`src/inc/pch_regs.svh`:
```
`ifndef PCH_REGS_SVH
`define PCH_REGS_SVH

// Register byte offsets
`define PCH_OFS_ID       8'h00
`define PCH_OFS_CSR      8'h04
`define PCH_OFS_CLASS    8'h08

// Command word bit positions
`define PCH_BIT_IO_EN    0
`define PCH_BIT_MEM_EN   1
`define PCH_BIT_BM_EN    2
`define PCH_BIT_PARITY_RESPONSE_ENABLE   6
`define PCH_BIT_SYSTEM_ERROR_DRIVE_ENABLE  8

// Status byte field positions
`define PCH_SEL_LSB      25
`define PCH_SEL_MSB      26

// Constant field values
`define PCH_SEL_TIMING   2'h1
`define PCH_CLASS_BASE   8'h06
`define PCH_CLASS_SUB    8'h80
`define PCH_CLASS_PROG   8'h00
`define PCH_CLASS_REV    8'h01

// Reset values
`define PCH_FLAG_RST     1'b0
`define PCH_CTL_RST      2'h0
`define PCH_RDATA_RST    32'h0000_0000

`endif

```
`src/inc/pch_pkg.sv`:
```
package pch_pkg;

  typedef struct packed {
    logic       req;
    logic       we;
    logic [7:0] addr;
    logic [3:0] be;
    logic [31:0] wdata;
  } pch_cfg_req_s;

  typedef struct packed {
    logic mst_active;
    logic mst_data_perr;
    logic tgt_perr_seen;
    logic tgt_addr_perr;
    logic tgt_data_perr;
    logic mst_abort_rcvd;
    logic tgt_abort_rcvd;
    logic tgt_abort_sent;
  } pch_evt_s;

  typedef struct packed {
    logic perresp;
    logic system_error_drive_enable;
  } pch_ctl_s;

  typedef struct packed {
    logic bm;
    logic ms;
    logic io_space_enable;
  } pch_en_s;

endpackage

```
`src/rtl/pch_flag_cell.sv`:
```
`timescale 1ns/1ps
module pch_flag_cell (
  input  wire logic ref_clk_i,
  input  wire logic rst_b_i,
  input  wire logic set_i,
  input  wire logic clr_i,
  output logic      flag_o
);
  import pch_pkg::*;
  `include "pch_regs.svh"

  logic flag_q;
  logic flag_d;

  always_comb begin
    flag_d = set_i | (flag_q & ~clr_i);
  end

  always_ff @(posedge ref_clk_i) begin
    if (!rst_b_i) begin
      flag_q <= `PCH_FLAG_RST;
    end else begin
      flag_q <= flag_d;
    end
  end

  assign flag_o = flag_q;
endmodule // pch_flag_cell

```
`src/rtl/pch_config_regs.sv`:
```
// How it works
// - Detected-parity flag sets on master data or target address/data errors.
// - System-error-signalled flag sets when SERR# is driven; write one clears.
// - SERR# is never driven unless the system-error drive enable is set.
// - Master-abort-received flag sets on own transaction master-abort; W1C.
// - Target-abort-received flag sets when target aborts own transaction; W1C.
// - Target-abort-signalled flag sets when our target signals abort; W1C.
// - Select timing field always reads 01; writes ignored.
// - Data-parity-reported flag sets only with parity response, as bus master.
// - Both fast back-to-back bits read as zero.
// - PERR# reports data parity errors only when parity response enabled.
// - Address parity errors rejected only with parity response and SERR# on.
// - Wait, palette, write-invalidate and special-cycle bits read zero.
// - VMEbus slave images respond only while bus master enable set.
// - Posted writes drain regardless; new entries wait for bus master enable.
// - Memory and I/O target decode enables are read/write, one enables.
// - Master, memory, I/O enables reset by power-up and VMEbus reset only, to one if either option pin is set.
// - Identification word holds device id high, vendor id low, read-only.
`timescale 1ns/1ps
module pch_config_regs #(
  parameter logic [15:0] DEVICE_ID = 16'h5a01, // Arbitrary value
  parameter logic [15:0] VENDOR_ID = 16'h7c3d  // Arbitrary value
) (
  input  wire logic                  ref_clk_i,
  input  wire logic                  rst_b_i,
  input  wire logic                  pci_rst_b_i,
  input  wire logic                  vme_rst_b_i,
  input  wire logic                  reg_access_opt_i,
  input  wire logic                  first_image_opt_i,
  input  wire pch_pkg::pch_cfg_req_s cfg_i,
  output logic                       cfg_ack_o,
  output logic [31:0]                cfg_rdata_o,
  input  wire pch_pkg::pch_evt_s     evt_i,
  output logic                       perr_b_o,
  output logic                       perr_oe_o,
  output logic                       serr_b_o,
  output logic                       serr_oe_o,
  output logic                       addr_reject_o,
  output logic                       slave_image_en_o,
  output logic                       posted_fifo_accept_o,
  output logic                       mem_decode_en_o,
  output logic                       io_decode_en_o
);
  import pch_pkg::*;
  `include "pch_regs.svh"

  // Pin synchronisers
  logic [3:0] pin_raw;
  logic [3:0] pin_meta_q;
  logic [3:0] pin_sync_q;
  logic       all_rst_b;
  logic       pv_rst_b;
  logic       keep_en;

  assign pin_raw = {first_image_opt_i, reg_access_opt_i,
                    vme_rst_b_i, pci_rst_b_i};

  always_ff @(posedge ref_clk_i) begin
    pin_meta_q <= pin_raw;
    pin_sync_q <= pin_meta_q;
  end

  assign all_rst_b = rst_b_i & pin_sync_q[0] & pin_sync_q[1];
  assign pv_rst_b  = rst_b_i & pin_sync_q[1];
  assign keep_en   = pin_sync_q[2] | pin_sync_q[3];

  // Access decode
  logic wr_csr;
  logic rd_req;

  assign wr_csr = cfg_i.req & cfg_i.we & (cfg_i.addr == `PCH_OFS_CSR);
  assign rd_req = cfg_i.req & ~cfg_i.we;

  // Parity and system-error controls
  pch_ctl_s ctl_q;
  pch_ctl_s ctl_d;

  always_comb begin
    ctl_d = ctl_q;
    if (wr_csr && cfg_i.be[0]) begin
      ctl_d.perresp = cfg_i.wdata[`PCH_BIT_PARITY_RESPONSE_ENABLE];
    end
    if (wr_csr && cfg_i.be[1]) begin
      ctl_d.system_error_drive_enable = cfg_i.wdata[`PCH_BIT_SYSTEM_ERROR_DRIVE_ENABLE];
    end
  end

  always_ff @(posedge ref_clk_i) begin
    if (!all_rst_b) begin
      ctl_q <= `PCH_CTL_RST;
    end else begin
      ctl_q <= ctl_d;
    end
  end

  // Master and target enables
  pch_en_s en_q;
  pch_en_s en_d;

  always_comb begin
    en_d = en_q;
    if (wr_csr && cfg_i.be[0]) begin
      en_d.bm  = cfg_i.wdata[`PCH_BIT_BM_EN];
      en_d.ms  = cfg_i.wdata[`PCH_BIT_MEM_EN];
      en_d.io_space_enable = cfg_i.wdata[`PCH_BIT_IO_EN];
    end
  end

  always_ff @(posedge ref_clk_i) begin
    if (!pv_rst_b) begin
      en_q <= {3{keep_en}};
    end else begin
      en_q <= en_d;
    end
  end

  assign slave_image_en_o     = en_q.bm;
  assign posted_fifo_accept_o = en_q.bm;
  assign mem_decode_en_o      = en_q.ms;
  assign io_decode_en_o       = en_q.io_space_enable;

  // Error signalling drivers
  logic perr_q;
  logic perr_d;
  logic serr_q;
  logic serr_d;

  always_comb begin
    perr_d = ctl_q.perresp
             & (evt_i.mst_data_perr | evt_i.tgt_data_perr);
    serr_d = ctl_q.perresp & ctl_q.system_error_drive_enable & evt_i.tgt_addr_perr;
  end

  always_ff @(posedge ref_clk_i) begin
    if (!all_rst_b) begin
      perr_q <= 1'b0;
      serr_q <= 1'b0;
    end else begin
      perr_q <= perr_d;
      serr_q <= serr_d;
    end
  end

  assign perr_b_o      = 1'b0;
  assign perr_oe_o     = perr_q;
  assign serr_b_o      = 1'b0;
  assign serr_oe_o     = serr_q & ctl_q.system_error_drive_enable;
  assign addr_reject_o = evt_i.tgt_addr_perr & ctl_q.perresp
                         & ctl_q.system_error_drive_enable;

  // Sticky status flags, order DPE SSERR RMA RTA STA DPD
  logic [5:0] set_v;
  logic [5:0] clr_v;
  logic [5:0] flag_v;

  assign set_v[5] = evt_i.mst_data_perr | evt_i.tgt_addr_perr
                    | evt_i.tgt_data_perr;
  assign set_v[4] = serr_oe_o;
  assign set_v[3] = evt_i.mst_abort_rcvd;
  assign set_v[2] = evt_i.tgt_abort_rcvd;
  assign set_v[1] = evt_i.tgt_abort_sent;
  assign set_v[0] = ctl_q.perresp & evt_i.mst_active
                    & (evt_i.mst_data_perr | evt_i.tgt_perr_seen);

  assign clr_v = {cfg_i.wdata[31:27], cfg_i.wdata[24]}
                 & {6{wr_csr & cfg_i.be[3]}};

  genvar gi;
  generate
    for (gi = 0; gi < 6; gi++) begin : g_flag
      pch_flag_cell u_flag (
        .ref_clk_i (ref_clk_i),
        .rst_b_i   (all_rst_b),
        .set_i     (set_v[gi]),
        .clr_i     (clr_v[gi]),
        .flag_o    (flag_v[gi])
      );
    end
  endgenerate

  // Read path
  logic [31:0] csr_word;
  logic [31:0] rdata_d;
  logic [31:0] rdata_q;
  logic        ack_q;

  always_comb begin
    csr_word = 32'h0000_0000;
    csr_word[31:27] = flag_v[5:1];
    csr_word[`PCH_SEL_MSB:`PCH_SEL_LSB] = `PCH_SEL_TIMING;
    csr_word[24] = flag_v[0];
    csr_word[`PCH_BIT_SYSTEM_ERROR_DRIVE_ENABLE] = ctl_q.system_error_drive_enable;
    csr_word[`PCH_BIT_PARITY_RESPONSE_ENABLE]  = ctl_q.perresp;
    csr_word[`PCH_BIT_BM_EN]   = en_q.bm;
    csr_word[`PCH_BIT_MEM_EN]  = en_q.ms;
    csr_word[`PCH_BIT_IO_EN]   = en_q.io_space_enable;
  end

  always_comb begin
    rdata_d = rdata_q;
    if (rd_req) begin
      case (cfg_i.addr)
        `PCH_OFS_ID: begin
          rdata_d = {DEVICE_ID, VENDOR_ID};
        end
        `PCH_OFS_CSR: begin
          rdata_d = csr_word;
        end
        `PCH_OFS_CLASS: begin
          rdata_d = {`PCH_CLASS_BASE, `PCH_CLASS_SUB,
                     `PCH_CLASS_PROG, `PCH_CLASS_REV};
        end
        default: begin
          rdata_d = 32'h0000_0000;
        end
      endcase
    end
  end

  always_ff @(posedge ref_clk_i) begin
    if (!all_rst_b) begin
      rdata_q <= `PCH_RDATA_RST;
      ack_q   <= 1'b0;
    end else begin
      rdata_q <= rdata_d;
      ack_q   <= cfg_i.req;
    end
  end

  assign cfg_rdata_o = rdata_q;
  assign cfg_ack_o   = ack_q;

  // Checking helpers
  logic rd_csr_h;
  logic rd_id_h;

  always_ff @(posedge ref_clk_i) begin
    if (!all_rst_b) begin
      rd_csr_h <= 1'b0;
      rd_id_h  <= 1'b0;
    end else begin
      rd_csr_h <= rd_req & (cfg_i.addr == `PCH_OFS_CSR);
      rd_id_h  <= rd_req & (cfg_i.addr == `PCH_OFS_ID);
    end
  end
endmodule // pch_config_regs

```
`config.mk`:
```
export PLATFORM = sky130hd
export DESIGN_NAME = pch_config_regs
export DESIGN_NICKNAME = d
export VERILOG_FILES = /design/src/inc/pch_pkg.sv /design/src/rtl/pch_flag_cell.sv /design/src/rtl/pch_config_regs.sv
export VERILOG_INCLUDE_DIRS = /design/src /design/src/inc
export SDC_FILE = /design/constraint.sdc
export NUM_CORES = 1
export LEC_CHECK = 0
export ABC_AREA = 1
export BUFFER_PORTS_ARGS = -buffer_cell sky130_fd_sc_hd__buf_2
export CORE_MARGIN = 2
export CORE_UTILIZATION = 35
export DETAILED_ROUTE_END_ITERATION = 6
export GPL_TIMING_DRIVEN = 0
export PLACE_DENSITY = 0.7
export SLEW_MARGIN = 20
export SYNTH_ARGS = -nofsm -noshare
export SYNTH_HDL_FRONTEND = slang
export SYNTH_SLANG_ARGS = --single-unit
export TNS_END_PERCENT = 10
```
`constraint.sdc`:
```
create_clock -name ref_clk_i -period 3 [get_ports ref_clk_i]
set_input_delay 0.3 -clock ref_clk_i [delete_from_list [all_inputs] [get_ports ref_clk_i]]
set_output_delay 0.3 -clock ref_clk_i [all_outputs]
set_load 0.01 [all_outputs]
```
# Word-level counts from Yosys, hierarchy flattened
# Cells that the tools add are included.
# word_totals
register_bits	54
inputBits	60
out_inout_bits	42
elab_cells	66
# classes
eq_ne	3
n_mux	3
n_bitwise	40
n_reduce_logical	3
# ops
cell	count
$pmux 32 s3	1
$and 1x1->1	21
$or 1x1->1	11
$eq 8x3->1 const B	1
$eq 8x4->1 const B	1
$logic_not 8->1	1
$not 1->1	7
$and 6x6->6	1
$mux 3	2
$logic_and 1x1->1	2
$ne 2x1->1 const B	1

# Longest topological paths before layout
# Gate-level depths: netlist of the first run.
# depth
word_depth	7
mapped_depth	9
depth_no_buf	8

# Hierarchy
# A second synthesis of the first run with hierarchy kept.
# hier_totals
hier_cells	228
hier_area_um2	1684.1
# modules_own_cells
module	instances	cells_per_inst	area_per_inst_um2	seq_area_each_um2
pch_config_regs	1	192	1421.4	630.6
pch_flag_cell	6	6	43.8	20.0

# Worst setup path after synthesis of the first run
# No wires, ideal clock.
# synth_path
kind	input to register
start	in cfg_i[43] (netlist bit)
end	reg en_q (netlist bit io_decode_en_o) (enable)
setup_ns	0.302
t_arrival_ns	0.920
setup_slack_ns	1.778
cell_stages	6
path_buffers	1
path_cell_list	nor2_1 nand2_1 nor2_2 buf_6 nand3_2 nand2_1
# synth_via
elab_chain_cells	4
# synth_rtl
element	line	source
start, declared	pch_config_regs.sv:30	input wire pch_pkg::pch_cfg_req_s cfg_i,
$eq 8x3->1	-	
$and 1x1->1	pch_config_regs.sv:71	assign wr_csr = cfg_i.req & cfg_i.we & (cfg_i.addr == `PCH_OFS_CSR);
$logic_and 1x1->1	pch_config_regs.sv:102	if (wr_csr && cfg_i.be[0]) begin
$ne 2x1->1 (no line)	-	
end signal, assigned	pch_config_regs.sv:111	en_q <= {3{keep_en}};
end signal, assigned	pch_config_regs.sv:113	en_q <= en_d;
end, declared	pch_config_regs.sv:97	pch_en_s en_q;
# Every way passes these cells.
# A chain may end at the register's enable or synchronous reset.

# Final worst setup path of the first run
# layout_path
start	reg ctl_q (netlist bit csr_word[6])
end	out addr_reject_o
# layout_via
elab_chain_cells	2
# layout_rtl
element	line	source
start, declared	pch_config_regs.sv:75	pch_ctl_s ctl_q;
start signal, assigned	pch_config_regs.sv:90	ctl_q <= `PCH_CTL_RST;
start signal, assigned	pch_config_regs.sv:92	ctl_q <= ctl_d;
$and 1x1->1	pch_config_regs.sv:148	assign addr_reject_o = evt_i.tgt_addr_perr & ctl_q.perresp
$and 1x1->1	pch_config_regs.sv:149	& ctl_q.system_error_drive_enable;
end, declared	pch_config_regs.sv:38	output logic addr_reject_o,
# Every way passes these cells.

==> flow_summary.yaml, run 1 <==
run_status:
  status: "completed"
worst_setup_path:
  worstSetupEndpoint: "addr_reject_o"
  reg2reg_from: "pin_sync_q[1]$_DFF_P_"
  slowest_stage: "dfxtp_1"
  critPathBufInv: 2
  ff2ff_path_depth: 7
  critical_path_peak_fanout: 4
  critical_path_required_ps: 2700
  path_cells: "inv_1 -> nor3_1 -> buf_2"
  path_depth: 3
  timing.rr.end: "cfg_rdata_o[0]$_SDFFE_PN0P_"
  reg2reg_slack_ps: 1780
  critPathArrivalTime_ps: 1080
  critical_path.top_delay_family: "flip-flops"
  start_kind: "flop"
  critPathLaunch: "csr_word[6]$_SDFFE_PN0P_"
  slowest_delay_ps: 380
  path_class: "reg2out"
  endpoint_kind: "output port"
die:
  rows: 23
  die_height_um: 69.1
  start_util_pct: 36.8
  die_area_mm2: 0.00477
  core_region_area_mm2: 0.00403
  die_x_um: 69.1
  io-pin-count: 102
route:
  routed_wl_um: 3230
  via_per_inst: 4.26
  drc: 0
  dr.first_iter.drc_count: 18
  antenna_left: 0
  dr.pass1.iters: 4
  num_vias: 1358
  wire_per_inst_um: 10.1
sta:
  clock_skew_ps: 4.34
  slew-limit-headroom_pct: 66.5
  rsz0062_at_grt: "false"
  timing.setup.tns_ps: 0
  setup-violations-final: 0
  finalHoldViolCount: 0
  fin_crit_ps: 1380
  layout_setup_ws_ps: 1620
  fmax_mhz: 727
  slew_violations: 0
  timing.final.crit_share_pct: 45.9
  worst_pin_slew_ps: 502
  fin_hold_ws_ps: 108
clocking:
  cts_buffers: 5
  cts_setup_buffers: 0
  ctsResizeCount: 0
  clk-insertion-delay-late_ps: 290
  cts_buffer_depth: 2
  clockRootBuffer: "clkbuf_8"
  clock_sinks: 36
  ctsHtreeMaxLevel: 2
  cts_tree: "yes"
  clk_pin_slew_ps: 70
  hold_buffers: 0
global_routing:
  overflow: 0
  antenna_found_initial: 0
  grt_pass1_vias: 1247
  grt_max_degree: 13
  grtUsageTotal_pct: 14.4
  grt_pass1_wl_um: 5510
synth:
  synthSimpleGateAreaFrac_pct: 21.1
  synth_cells: 183
  yosysTopAreaCell: "dfxtp_1"
  synth_top_family_by_area: "simple AND/OR/NAND/NOR gates"
  synth_compound_area_share_pct: 11.3
  ys_seq_elements: 36
  ys_warn_count: 0
  synth_top_area_share_pct: 44.6
  synthMuxAreaShare_pct: 0
  post_synth_instance_area_mm2: 0.00148
  avgSynthCellArea_um2: 8.10
  synth_xor_area_share_pct: 0
  seq_area_frac_synth_pct: 50.7
  synthTopCellsByArea: "dfxtp_1 45%, buf_4 11%, nand2_1 9.1%"
  yosys.area_share.adder_pct: 0
  synth.distinct_cells: 20
place:
  portBuffers: 68
  post-place-ws_ps: 1530
  hpwl_um: 2500
  place_congestion: 0.739
layout:
  layout.filler_cells: 412
  antennaDiodeCount: 0
  area_delta_synth_final_pct: 36.9
  fin_nets: 328
  final_cell_mix: "70 x buf_2, 36 x nand2_1, 33 x dfxtp_1"
  drive_gt1_share_pct: 39.8
  final_common_cell: "buf_2"
power_and_ir_drop:
  total_power_uw: 992
  max-vdd-ir-drop_mv: 0.287
  p_leak_uw: 0.00104
  power_per_cell_area_mw_per_mm2: 489
flow_run:
  drv_cap: 0
worst_hold_path:
  hp-class: "in2reg"
## report_power, final
part           leakage (µW)  total, µW  switching, µW  internal, µW
Combinational      0.000691       97.4           50.7          46.6
Sequential         0.000300        507           6.74           501
Clock             0.0000523        387            175           212
## worst reg2reg max path, stage by stage, from the launching register on
cell and delay (ps):
dfxtp_1 300, nand2_1 80, inv_2 60, nand2_1 70, clkbuf_1 400, nor2_1 100, nand2_1 80, inv_1 30
## metal layers
metal | part of all wire [%] | routed length (µm) | vias up | track usage [%]
met2 | 46 | 1500 | 55 | 24.0
met4 | 1.8 | 57 | 0 | 5.88
met5 | 0 | 0 | - | 0
met1 | 42 | 1370 | 573 | 16.5
li1 | - | - | 724 | -
met3 | 9.3 | 302 | 6 | 5.56
## worst min-delay path by stage
stage | start | end | slack [ps] | cells past startpoint
after detailed placement | pin_meta_q[1]$_DFF_P_ | pin_sync_q[1]$_DFF_P_ | 310 | 0
after CTS | pci_rst_b_i | pin_meta_q[0]$_DFF_P_ | 100 | 1
after global placement | pin_meta_q[1]$_DFF_P_ | pin_sync_q[1]$_DFF_P_ | 310 | 0
final | vme_rst_b_i | pin_meta_q[1]$_DFF_P_ | 110 | 1
after floorplan | pin_meta_q[0]$_DFF_P_ | pin_sync_q[0]$_DFF_P_ | 310 | 0
after global routing | reg_access_opt_i | pin_meta_q[2]$_DFF_P_ | 100 | 1
## kinds of logic after synthesis
family,count (synthesis)
AO/OA/AOI/OAI,33
buffers and inverters,41
AND/OR/NAND/NOR,72
other,1
flip-flops,36
## state kept, by name, indices dropped and copies added (netlist names)
signal,cells
cfg_rdata_o,14
serr_q,1
csr_word,2
posted_fifo_accept_o,1
pin_sync_q,4
pin_meta_q,4
mem_decode_en_o,1
g_flag.u_flag.flag_o,6
cfg_ack_o,1
perr_oe_o,1
io_decode_en_o,1
## cell type report
class | instances | area [µm²] | area share (%)
inverter | 14 | 52.6 | 2.59
timing repair buffer | 68 | 340 | 16.8
clock inverter | 2 | 12.5 | 0.617
clock buffer | 6 | 93.8 | 4.63
buffer | 27 | 194 | 9.56
tap | 50 | 62.6 | 3.08
sequential | 36 | 751 | 37.0
multi-input combinational | 116 | 522 | 25.7
## synth_stat cells
master and number:
buf_6 1, nand4_1 6, nor2_2 3, o21ai_0 15
buf_4 22, conb_1 1, inv_1 13, dfxtp_1 33
nor2_1 20, buf_2 2, edfxtp_1 3, o211ai_1 1
inv_2 1, nand2_1 36, nand3_1 2, clkbuf_1 2
nor3_1 2, nor4_1 1, nand3_2 2, a21oi_1 17
## stage by stage
step           cell area [µm²]  utilization, %  instances
2_1_floorplan             1520               -        193
3_3_place_gp              1920            47.7        311
3_5_place_dp              1920            47.7        311
4_1_cts                   2030            50.3        319
5_1_grt                   2030            50.3        319
6_report                  2030            50.3        319
Power figures use the tool's default switching activity.
==> run 2: changes to the inputs <==
- PLACE_DENSITY: 0.7 -> 0.72
- clock period: 3 -> 1.2 ns (I/O delays scaled with it)
==> run 2 against run 1 <==
Against the previous run: cell count grew 1.3%; routed wire length grew 3.9%; combinational power grew to 2.6 times the previous value; sequential power grew to 2.5 times the previous value; register-to-register slack lost 1700 ps.
==> flow_summary.yaml, run 2 (same netlist as run 1, synthesis figures left out) <==
worst_setup_path:
  critPathArrivalTime_ps: 1020
  timing.rr.end: "cfg_rdata_o[8]$_SDFFE_PN0P_"
  ff2ff_path_depth: 7
  slowest_stage: "dfxtp_2"
  critical_path.top_delay_family: "flip-flops"
  critical_path_peak_fanout: 4
  critical_path_required_ps: 1080
  start_kind: "flop"
  path_cells: "inv_1 -> nor3_2 -> buf_2"
  worstSetupEndpoint: "addr_reject_o"
  path_class: "reg2out"
  slowest_delay_ps: 350
  reg2reg_slack_ps: 130
  critPathBufInv: 2
  reg2reg_from: "pin_sync_q[1]$_DFF_P_"
  critPathLaunch: "csr_word[6]$_SDFFE_PN0P_"
  endpoint_kind: "output port"
  path_depth: 3
layout:
  final_common_cell: "buf_2"
  final_cells: 323
  fin_nets: 332
  final_cell_mix: "69 x buf_2, 36 x nand2_1, 30 x dfxtp_1"
  fin_util_pct: 51.7
  layout.filler_cells: 401
  area_delta_synth_final_pct: 40.7
  finalInstanceArea_mm2: 0.00208
  drive_gt1_share_pct: 41.4
  antennaDiodeCount: 0
  largest_register_ffs: 14
place:
  portBuffers: 68
  hpwl_um: 2560
  post-place-ws_ps: -88.5
  dp.cells: 311
  dpl_cell_area_mm2: 0.00192
  place_congestion: 0.750
route:
  routed_wl_um: 3360
  dr.pass1.iters: 4
  drc: 0
  via_per_inst: 4.25
  dr.first_iter.drc_count: 37
  num_vias: 1373
  antenna_left: 0
  wire_per_inst_um: 10.4
die:
  die_x_um: 69.1
  rows: 23
  die_area_mm2: 0.00477
  die_height_um: 69.1
  io-pin-count: 102
  start_util_pct: 36.8
  core_region_area_mm2: 0.00403
sta:
  setup-violations-final: 0
  fmax_mhz: 877
  finalHoldViolCount: 0
  fin_hold_ws_ps: 56.6
  clock_skew_ps: 4.27
  rsz0062_at_grt: "true"
  slew_violations: 0
  fin_crit_ps: 1140
  timing.final.crit_share_pct: 95.1
  layout_setup_ws_ps: 59.4
flow_run:
  drv_cap: 0
clocking:
  ctsHtreeMaxLevel: 2
  cts_buffers: 5
  cts_buffer_depth: 2
  clk-insertion-delay-late_ps: 290
  clock_sinks: 36
  clk_pin_slew_ps: 70
  cts_tree: "yes"
  clockRootBuffer: "clkbuf_8"
global_routing:
  grt_pass1_wl_um: 5670
  antenna_found_initial: 0
  grt_max_degree: 13
  overflow: 0
  grt_pass1_vias: 1276
  grtUsageTotal_pct: 14.8
worst_hold_path:
  hp-class: "in2reg"
power_and_ir_drop:
  p_leak_uw: 0.00106
  max-vdd-ir-drop_mv: 0.977
  power_per_cell_area_mw_per_mm2: 1200
run_status:
  status: "completed"
## run 2: cell type report
class / instances / area [µm²] / share of cell area (%)
plain buffers: 27 / 201 / 9.66
clock buffers: 6 / 93.8 / 4.50
clock inverters: 2 / 12.5 / 0.600
inverters: 14 / 52.6 / 2.52
multi-input cells: 116 / 527 / 25.3
flip-flops and latches: 36 / 754 / 36.2
well taps: 50 / 62.6 / 3.00
repair buffers: 72 / 380 / 18.2
## run 2: through the flow
step / power (µW) / TNS (ps)
after floorplan: 1430 / 0
after global placement: 1540 / -253
after detailed placement: 1540 / -290
after CTS: 2520 / 0
after global routing: 2610 / -12.7
final: 2490 / 0
## run 2: per-layer routing
metal	vias to the layer above	part of all wire, %	GRT usage (%)
met4	0	1.7	5.88
met5	-	0	0
met2	53	46	25.0
li1	736	-	-
met1	578	43	17.2
met3	6	8.5	5.12
## run 2: worst min path at each step
stage,end,depth (start not counted),from,slack (ps)
final,csr_word[8]$_SDFFE_PN0P_,3,cfg_i[8],60
after detailed placement,pin_meta_q[3]$_DFF_P_,1,first_image_opt_i,220
after floorplan,pin_meta_q[0]$_DFF_P_,0,pci_rst_b_i,150
after CTS,csr_word[6]$_SDFFE_PN0P_,3,cfg_i[6],50
after global placement,pin_meta_q[1]$_DFF_P_,1,vme_rst_b_i,220
after global routing,csr_word[8]$_SDFFE_PN0P_,3,cfg_i[8],60
## run 2: what timing repair did
item / CTS / global route
buffers inserted: 0 / 0
hold buffers: 4 / 0
setup endpoints to repair: 6 / 17
gates resized for setup: 3 / 5
endpoints found under the hold margin: 4 / 0
## run 2: worst register-to-register path, cell delays in order, from the launching register on
cell and delay (ps):
dfxtp_1 310, nand2_1 70, inv_2 80, nand2_1 80, inv_2 100, buf_6 140
o21ai_0 90, a21oi_1 140
## run 2: report_power, final
group	internal [µW]	switching, µW
Combinational	127	129
Clock	530	436
Sequential	1250	17.4
Total	1910	583
